[config.mk]
export PLATFORM = sky130hd
export DESIGN_NAME = aef_flag_bus
export DESIGN_NICKNAME = d
export VERILOG_FILES = /design/src/aef_pkg.sv /design/src/aef_flag_bus.sv
export SDC_FILE = /design/constraint.sdc
export NUM_CORES = 1
export LEC_CHECK = 0
export BUFFER_PORTS_ARGS = -buffer_cell sky130_fd_sc_hd__buf_2
export CORE_MARGIN = 2
export CORE_UTILIZATION = 38
export CTS_BUF_LIST = sky130_fd_sc_hd__clkbuf_16
export CTS_CLUSTER_SIZE = 30
export DETAILED_ROUTE_END_ITERATION = 6
export PLACE_DENSITY = 0.8
export REMOVE_ABC_BUFFERS = 1
export SYNTH_ARGS = -nofsm -noshare
export SYNTH_HDL_FRONTEND = slang
export SYNTH_SLANG_ARGS = --single-unit
export TNS_END_PERCENT = 100
[constraint.sdc]
create_clock -name mclk -period 1.46 [get_ports mclk]
set_input_delay 0.146 -clock mclk [delete_from_list [all_inputs] [get_ports mclk]]
set_output_delay 0.146 -clock mclk [all_outputs]
set_load 0.01 [all_outputs]
[src/aef_pkg.sv]
// Purpose: constants for the almost-empty status bus owner logic
// Assumes: one read clock shared by every device of the chain
// Notes:   register offsets are byte addresses on the plain port
package aef_pkg;
	// widths
	localparam int unsigned ADDR_W   = 6;
	localparam int unsigned ID_W     = 3;
	localparam int unsigned FLAG_W   = 4;
	localparam int unsigned REG_AW   = 4;
	localparam int unsigned EVT_W    = 3;
	// identity field in the read-port address
	localparam int unsigned ADDR_ID_HI = 5;
	localparam int unsigned ADDR_ID_LO = 3;
	// register offsets
	localparam logic [3:0] OFS_STATUS = 4'h0;
	localparam logic [3:0] OFS_MASK   = 4'h4;
	localparam logic [3:0] OFS_INFO   = 4'h8;
	// event bit positions in status and mask
	localparam int unsigned EVT_GAIN  = 0;
	localparam int unsigned EVT_LOSE  = 1;
	localparam int unsigned EVT_ROUND = 2;
	// info field positions
	localparam int unsigned INF_MODE   = 0;
	localparam int unsigned INF_LEADER = 1;
	localparam int unsigned INF_OWNER  = 2;
	localparam int unsigned INF_ID_LO  = 4;
	// reset values
	localparam logic [2:0]  MASK_RST   = 3'h0;
	localparam logic [2:0]  STATUS_RST = 3'h0;
	localparam logic [3:0]  FLAG_RST   = 4'hf;
	// bus ownership mode, latched once after reset
	typedef enum logic {MODE_DIRECT = 1'b0, MODE_POLLED = 1'b1} aef_mode_t;
	// run phase: waiting for the first edge after reset, then running
	typedef enum logic [1:0] {PH_WAIT = 2'b00, PH_RUN = 2'b01} aef_phase_t;
endpackage : aef_pkg

[src/aef_flag_bus.sv]
// Purpose: decides when this device drives the shared almost-empty bus
// Assumes: chain partners, host strobes and flags all run on mclk
// Notes:   bus pins are split into value and enable; wiring resolves them
//
// Contract
// - flag mode low at reset selects direct addressed ownership for good
// - flag mode high at reset selects polled ring ownership for good
// - direct: strobe with address top bits equal to identity takes bus
// - newly selected device shows its flags one cycle after selection
// - bus bit and active flag both lag the queue flags by one cycle
// - a new direct selection is accepted every cycle
// - only leader starts polling; others wait for the token
// - leader in polled mode drives bus on first edge after reset release
// - leader in polled mode pulses poll sync one cycle whenever it owns the bus
// - token goes out during ownership; receiver owns next cycle
// - token from last device returns ownership to the leader
// - in polled mode token output high exactly in the cycle the device owns bus; always low in direct mode
// - only the owner drives the bus; others float it
// - queues one to four map to bus bits zero to three
`timescale 1ns/10ps
module aef_flag_bus (
	// clock and master reset
	input  wire logic                        mclk,
	input  wire logic                        rst_n,
	// straps and chain
	input  wire logic                        flag_mode_select,
	input  wire logic                        chain_leader_select,
	input  wire logic [aef_pkg::ID_W-1:0]    device_identity_inputs,
	input  wire logic                        token_in,
	output logic                             token_out,
	output logic                             poll_sync_pulse,
	// host read port
	input  wire logic [aef_pkg::ADDR_W-1:0]  read_port_address,
	input  wire logic                        almost_empty_bus_strobe,
	// queue flags
	input  wire logic [aef_pkg::FLAG_W-1:0]  queue_almost_empty,
	input  wire logic [1:0]                  active_queue,
	output logic                             active_almost_empty_flag,
	// shared status bus
	output logic [aef_pkg::FLAG_W-1:0]       almost_empty_status_bus,
	output logic                             almost_empty_status_bus_oe,
	// register port
	input  wire logic [aef_pkg::REG_AW-1:0]  reg_addr,
	input  wire logic [31:0]                 reg_wdata,
	input  wire logic                        reg_wr,
	input  wire logic                        reg_rd,
	output logic [31:0]                      reg_rdata,
	output logic                             irq
);
	import aef_pkg::*;

	aef_phase_t               phase_reg, phase_next;
	aef_mode_t                mode_reg, mode_next;
	logic                     leader_reg, leader_next;
	logic                     own_reg, own_next;
	logic                     sync_reg, sync_next;
	logic                     tok_reg, tok_next;
	logic [FLAG_W-1:0]        bus_reg, bus_next;
	logic                     act_reg, act_next;
	logic [EVT_W-1:0]         status_reg, status_next;
	logic [EVT_W-1:0]         mask_reg, mask_next;
	logic [31:0]              rdata_reg, rdata_next;
	logic                     irq_reg, irq_next;
	logic                     id_match;
	logic [EVT_W-1:0]         evt;

	assign id_match = read_port_address[ADDR_ID_HI:ADDR_ID_LO] == device_identity_inputs;

	// ownership: straps are caught on the first edge after release
	always_comb begin
		phase_next  = phase_reg;
		mode_next   = mode_reg;
		leader_next = leader_reg;
		own_next    = own_reg;
		sync_next   = 1'b0;
		unique case (phase_reg)
			PH_WAIT: begin
				phase_next  = PH_RUN;
				mode_next   = flag_mode_select ? MODE_POLLED : MODE_DIRECT;
				leader_next = chain_leader_select;
				// polled leader grabs the bus at once, the rest wait for token or strobe
				own_next    = flag_mode_select & chain_leader_select;
				sync_next   = flag_mode_select & chain_leader_select;
			end
			PH_RUN: begin
				if (mode_reg == MODE_POLLED) begin
					// ring closes on the leader, so it comes round again
					own_next  = token_in;
					sync_next = token_in & leader_reg;
				end else if (almost_empty_bus_strobe) begin
					own_next = id_match;
				end
			end
			default: begin
				phase_next = PH_WAIT;
				own_next   = 1'b0;
			end
		endcase
		// token output gets its own flop so the pin never sees a gate glitch
		tok_next = own_next & (mode_next == MODE_POLLED);
	end

	always_ff @(posedge mclk or negedge rst_n) begin
		if (!rst_n) begin
			phase_reg  <= PH_WAIT;
			mode_reg   <= MODE_DIRECT;
			leader_reg <= 1'b0;
			own_reg    <= 1'b0;
			sync_reg   <= 1'b0;
			tok_reg    <= 1'b0;
		end else begin
			phase_reg  <= phase_next;
			mode_reg   <= mode_next;
			leader_reg <= leader_next;
			own_reg    <= own_next;
			sync_reg   <= sync_next;
			tok_reg    <= tok_next;
		end
	end

	// flag values: one register stage, so a bit may trail the queue
	always_comb begin
		bus_next = queue_almost_empty;
		act_next = queue_almost_empty[active_queue];
	end

	always_ff @(posedge mclk or negedge rst_n) begin
		if (!rst_n) begin
			bus_reg <= FLAG_RST;
			act_reg <= 1'b1;
		end else begin
			bus_reg <= bus_next;
			act_reg <= act_next;
		end
	end

	// events: edges of ownership and the leader's round marker
	assign evt = {sync_next, own_reg & ~own_next, ~own_reg & own_next};

	// registers: read clears status, a new event wins over the clear
	always_comb begin
		status_next = status_reg;
		mask_next   = mask_reg;
		rdata_next  = 32'h0;
		if (reg_rd) begin
			unique case (reg_addr)
				OFS_STATUS: begin
					rdata_next[EVT_W-1:0] = status_reg;
					status_next           = STATUS_RST;
				end
				OFS_MASK: begin
					rdata_next[EVT_W-1:0] = mask_reg;
				end
				OFS_INFO: begin
					rdata_next[INF_MODE]   = mode_reg;
					rdata_next[INF_LEADER] = leader_reg;
					rdata_next[INF_OWNER]  = own_reg;
					rdata_next[INF_ID_LO +: ID_W] = device_identity_inputs;
				end
				default: rdata_next = 32'h0; // unmapped reads zero
			endcase
		end
		if (reg_wr && reg_addr == OFS_MASK) begin
			mask_next = reg_wdata[EVT_W-1:0];
		end
		status_next = status_next | evt;
		irq_next    = |(status_next & mask_next);
	end

	always_ff @(posedge mclk or negedge rst_n) begin
		if (!rst_n) begin
			status_reg <= STATUS_RST;
			mask_reg   <= MASK_RST;
			rdata_reg  <= 32'h0;
			irq_reg    <= 1'b0;
		end else begin
			status_reg <= status_next;
			mask_reg   <= mask_next;
			rdata_reg  <= rdata_next;
			irq_reg    <= irq_next;
		end
	end

	// outputs straight from flops; enable only while owning
	assign almost_empty_status_bus    = bus_reg;
	assign almost_empty_status_bus_oe = own_reg;
	assign token_out                  = tok_reg;
	assign poll_sync_pulse            = sync_reg;
	assign active_almost_empty_flag   = act_reg;
	assign reg_rdata                  = rdata_reg;
	assign irq                        = irq_reg;
endmodule : aef_flag_bus

# Yosys cells after proc, flatten, opt, wreduce, memory -nomap -nowiden
# Cells that the tools add are included.
# Widths: inputs -> output; s select.
classes:
  bitwise_logic: 9
  n_reduce_logical: 4
  eq_ne: 4
  order_cmp: 1
  mux: 16
op_table:
  columns: ["op", "n"]
  rows:
  - ["$mux 3", 4]
  - ["$pmux 3 s3", 1]
  - ["$mux 7", 1]
  - ["$mux 1", 6]
  - ["$and 1x1->1", 5]
  - ["$eq 4x3->1 const B", 1]
  - ["$eq 4x4->1 const B", 1]
  - ["$logic_not 4->1", 1]
  - ["$pmux 1 s2", 2]
  - ["$pmux 2 s2", 1]
  - ["$and 3x3->3", 1]
  - ["$eq 3x3->1", 1]
  - ["$lt 2x3->1 const B", 1]
  - ["$or 3x3->3", 1]
  - ["$reduce_or 3->1", 1]
  - ["$bmux 1 s2", 1]
  - ["$eq 2x1->1 const B", 1]
  - ["$logic_not 2->1", 1]
  - ["$not 1->1", 2]
  - ["$logic_and 1x1->1", 1]
totals:
  inputBits: 59
  elab_cells: 46
  register_bits: 51

# Logic depth before layout (Yosys ltp)
depth:
  depth_word: 9
  depth_mapped: 6

# Worst setup path before layout
# Ideal clock, no wire load.
synth_timing:
  path_type: "input to register"
  from: "in reg_addr[1] (netlist name)"
  to: "reg irq_reg (netlist: irq)"
  cell_stages: 5
  path_buffers: 0
  setup_slack_ns: 0.044
  arrival_ns: 1.288
  path_cell_list: "or3b_4 or3_4 a21o_1 a32oi_1 nand3_1"
synth_via:
  elab_chain_cells: 6
synth_lines:
  columns: ["item", "line", "source"]
  rows:
  - ["start: declaration", "aef_flag_bus.sv:43", "input wire logic [aef_pkg::REG_AW-1:0] reg_addr,"]
  - ["$logic_not 4->1", "aef_flag_bus.sv:146", "unique case (reg_addr)"]
  - ["$mux 3", "aef_flag_bus.sv:146", null]
  - ["$mux 3", "aef_flag_bus.sv:145", "if (reg_rd) begin"]
  - ["$or 3x3->3", "aef_flag_bus.sv:166", "status_next = status_next | evt;"]
  - ["named net status_next[2]", "aef_flag_bus.sv:60", "logic [EVT_W-1:0] status_reg, status_next;"]
  - ["$and 3x3->3", "aef_flag_bus.sv:167", "irq_next = |(status_next & mask_next);"]
  - ["$reduce_or 3->1", "aef_flag_bus.sv:167", null]
  - ["named net irq_next", "aef_flag_bus.sv:63", "logic irq_reg, irq_next;"]
  - ["end signal: assignment", "aef_flag_bus.sv:180", "irq_reg <= irq_next;"]
  - ["end: declaration", "aef_flag_bus.sv:63", null]
# The timed path passes the listed nets, and every way through them passes these cells.
# A chain may end at the register's enable or synchronous reset.

# Worst setup path after layout
# Same ends and word-level chain as after synthesis.

==> metrics.md <==
| Metric | Value |
|---|---|
| Nets | 223 |
| First-pass GRT wire length | 3330 um |
| Wirelength per Cell | 11.4 um |
| Worst Skew | roughly 0.0039 ns |
| Dpl hpwl | 1700 um |
| Setup violations, final | 0 |
| CTS tree | yes |
| P_leak | ~0.81 nW |
| Post-layout min period | ~1.3 ns |
| Core area | ~3000 sq um |
| Worst-path cell chain | buf_2, or3b_4, or3_4, a21o_1, a32oi_1, nand3_1 |
| Aggregate routed wire length | 2240 um |
| Ys Warns | 0 |
| Seq/Total Area, Yosys | between 50% and 60% |
| Number of global-route vias before repair | about 800 |
| Final hold vios | 0 |
| Clock tree sinks | 24 |
| Site row count | 20 |
| Outcome | completed |
| Area delta synth->final | 31.5% |
| Die X | 59.6 um |
| Crit path max fanout | 4 |
| Max FFs per register | 6 |
| Hold Path Class | in -> reg |
| Final hold slack | between 0.1 and 0.15 ns |
| Top FF cell, synth | dfrtp_1 |
| RSZ-0062 raised after global routing | no |
| Num ports | 100 |
| Tot Pwr | 0.00166 W |
| DRT antenna net count | 0 |
| Avg Cell Area, Syn | 11.2 sq um |
| Postcts setup bufs | 0 |
| ANT cells | 0 |
| Share of cells above drive strength 1 | 42.9% |
| # port buffers | 41 |
| Worst vdd ir | about 600 uV |
| Crit. End Element | flop |
| Post-synth cell types | 29 |
| Slowest stage cell, crit path | or3b_4 |
| Finished Cell Area | 1550 sq um |
| CP arrival | roughly 1.5 ns |
| Via Count | 842 |
| CP required | approximately 1.6 ns |
| Slew Viols, Final | 0 |
| Die height | just under 60 um |
| Clock slew seen by the registers of the worst setup and hold paths | roughly 0.060 ns |
| Initial Util | between 30 and 40% |
| Ys async rst share | between 90% and 100% |
| Flops & latches, synth | 24 |
| Critical path class | in -> reg |
| Maxcap violations | 0 |
| Largest stage delay on the critical path | between 0.3 and 0.4 ns |
| Gate Count Post-Synth | roughly 110 |
| Cell area after synthesis | roughly 1200 sq um |
| CTS Buf Count | 3 |
| DR vias/cell | ~4.3 |
| DIE AREA | between 3000 and 4000 sq um |
| Initial antenna violation count | 0 |
| Post-synth EDFFs | 0 |
| 1st-iter DRT viols | 10 |
| Htree depth | 1 |
| First-pass iteration count of the detailed router | 4 |
| Largest net degree at the start of global routing | 25 |
| Slew headroom | about two thirds |
| Fin crit share | approximately nine tenths |
| GRT Residual Overflow | 0 |
| Worst slew pin tran | 0.524 ns |
| GP Congestion | roughly 0.75 |
| Max Clk Rate | around 0.75 GHz |
| Worst-skew pair later-pin latency | around 0.26 ns |
| Power per cell area | 1070 nW/um^2 |
| CP Launch Type | input pin |
| Root buffer cell | clkbuf_16 |
| Post-DP Area | ~1400 sq um |
| Clk buf depth | 2 |
| # DRC | 0 |
| Overall Global Routing Usage | a little over an eighth |
kinds of logic (layout without fill, tap and decap cells):
family | Yosys count | in the layout | share of synthesized area [%]
multiplexers | 8 | 8 | 8.31
XOR/XNOR | 3 | 3 | 2.24
other | 2 | 27 | 0.639
flip-flops | 24 | 24 | 51.7
AND/OR/NAND/NOR | 26 | 26 | 12.6
AO/OA/AOI/OAI | 12 | 12 | 6.60
buffers and inverters | 30 | 63 | 18.0
power breakdown:
group	switching, W	internal [W]
Combinational	0.000168	0.000150
Clock	0.000217	0.000365
Sequential	0.0000256	0.000734
final timing paths:
| path | from | end | slack (ns) | cells after the start |
|---|---|---|---|---|
| worst max-delay path | reg_addr[1] | irq | 0.13 | 6 |
| worst min-delay path | device_identity_inputs[1] | reg_rdata[5] | 0.13 | 2 |
| worst max register to register | mode_reg | irq | 0.17 | 5 |
| worst min register to register | mask_reg[0] | reg_rdata[0] | 0.50 | 2 |
| max in group asynchronous | rst_n | almost_empty_status_bus[0] | 0.70 | 2 |
| min in group asynchronous | rst_n | token_out | 0.39 | 2 |
final cells by class:
| type | count | area (sq um) |
|---|---|---|
| Clock buffer | 3 | 75.1 |
| Sequential cell | 24 | 607 |
| Tap cell | 33 | 41.3 |
| Clock inverter | 1 | 3.75 |
| Inverter | 3 | 11.3 |
| Timing Repair Buffer | 56 | 330 |
| Fill cell | 276 | 1460 |
| Multi-Input combinational cell | 76 | 477 |
cells in the mapped netlist (3+ instances only):
library cell,count,area share [%]
and2_1,4,2.1
nor2_1,7,2.2
a21oi_1,3,1.3
dfrtp_1,19,40
nand2_1,4,1.3
inv_1,3,0.96
mux2i_1,3,2.6
xor2_1,3,2.2
mux2_2,4,3.8
dfstp_2,5,11
o21ai_0,3,1.3
buf_4,26,17
what timing repair did:
action                                  4_1_cts  5_1_grt
endpoints found under the setup margin        4        3
hold endpoints to repair                     22        1
resized for setup                             3        3
pin swaps                                     0        3
hold buffers                                  4        1
layout by cell type, fill, tap and decap left out, types with 2 or more instances in the layout:
cell type,synthesis,final
buf_4,26,10
a21oi_1,3,3
nand3_1,2,2
dlygate4sd3_1,0,5
conb_1,2,27
and2_1,4,4
mux2_2,4,4
inv_1,3,4
nor2_1,7,7
buf_2,1,41
o21ai_0,3,2
xor2_1,3,3
a32oi_1,2,2
dfstp_2,5,5
dfrtp_1,19,19
mux2i_1,3,3
clkbuf_16,0,3
nand2_1,4,4
metal layers:
metal | vias up | routed length [um] | track usage (%)
li1 | 411 | - | -
met1 | 394 | 847 | 13.5
met2 | 35 | 1260 | 25.1
met3 | 2 | 107 | 2.62
met4 | 0 | 32 | 5.71
met5 | - | 0 | 0
stage by stage:
stage	setup slack, ns	utilization [%]	TNS, ns	cells
floorplan	0.0440	-	0	103
CTS	0.00918	50.6	0	195
detailed placement	-0.151	46.3	-0.199	187
global route	0.0319	51.5	0	196
global placement	-0.131	46.3	-0.135	187
finish	0.130	51.5	0	196
worst max-delay path, delay by kind of cell:
| family | cells | cell delay (ns) |
|---|---|---|
| and+or+nand+nor | 3 | 0.85 |
| AOI/OAI and AO/OA | 2 | 0.36 |
| buffers and inverters | 1 | 0.10 |
No activity file was read; power rests on OpenSTA's default activity.
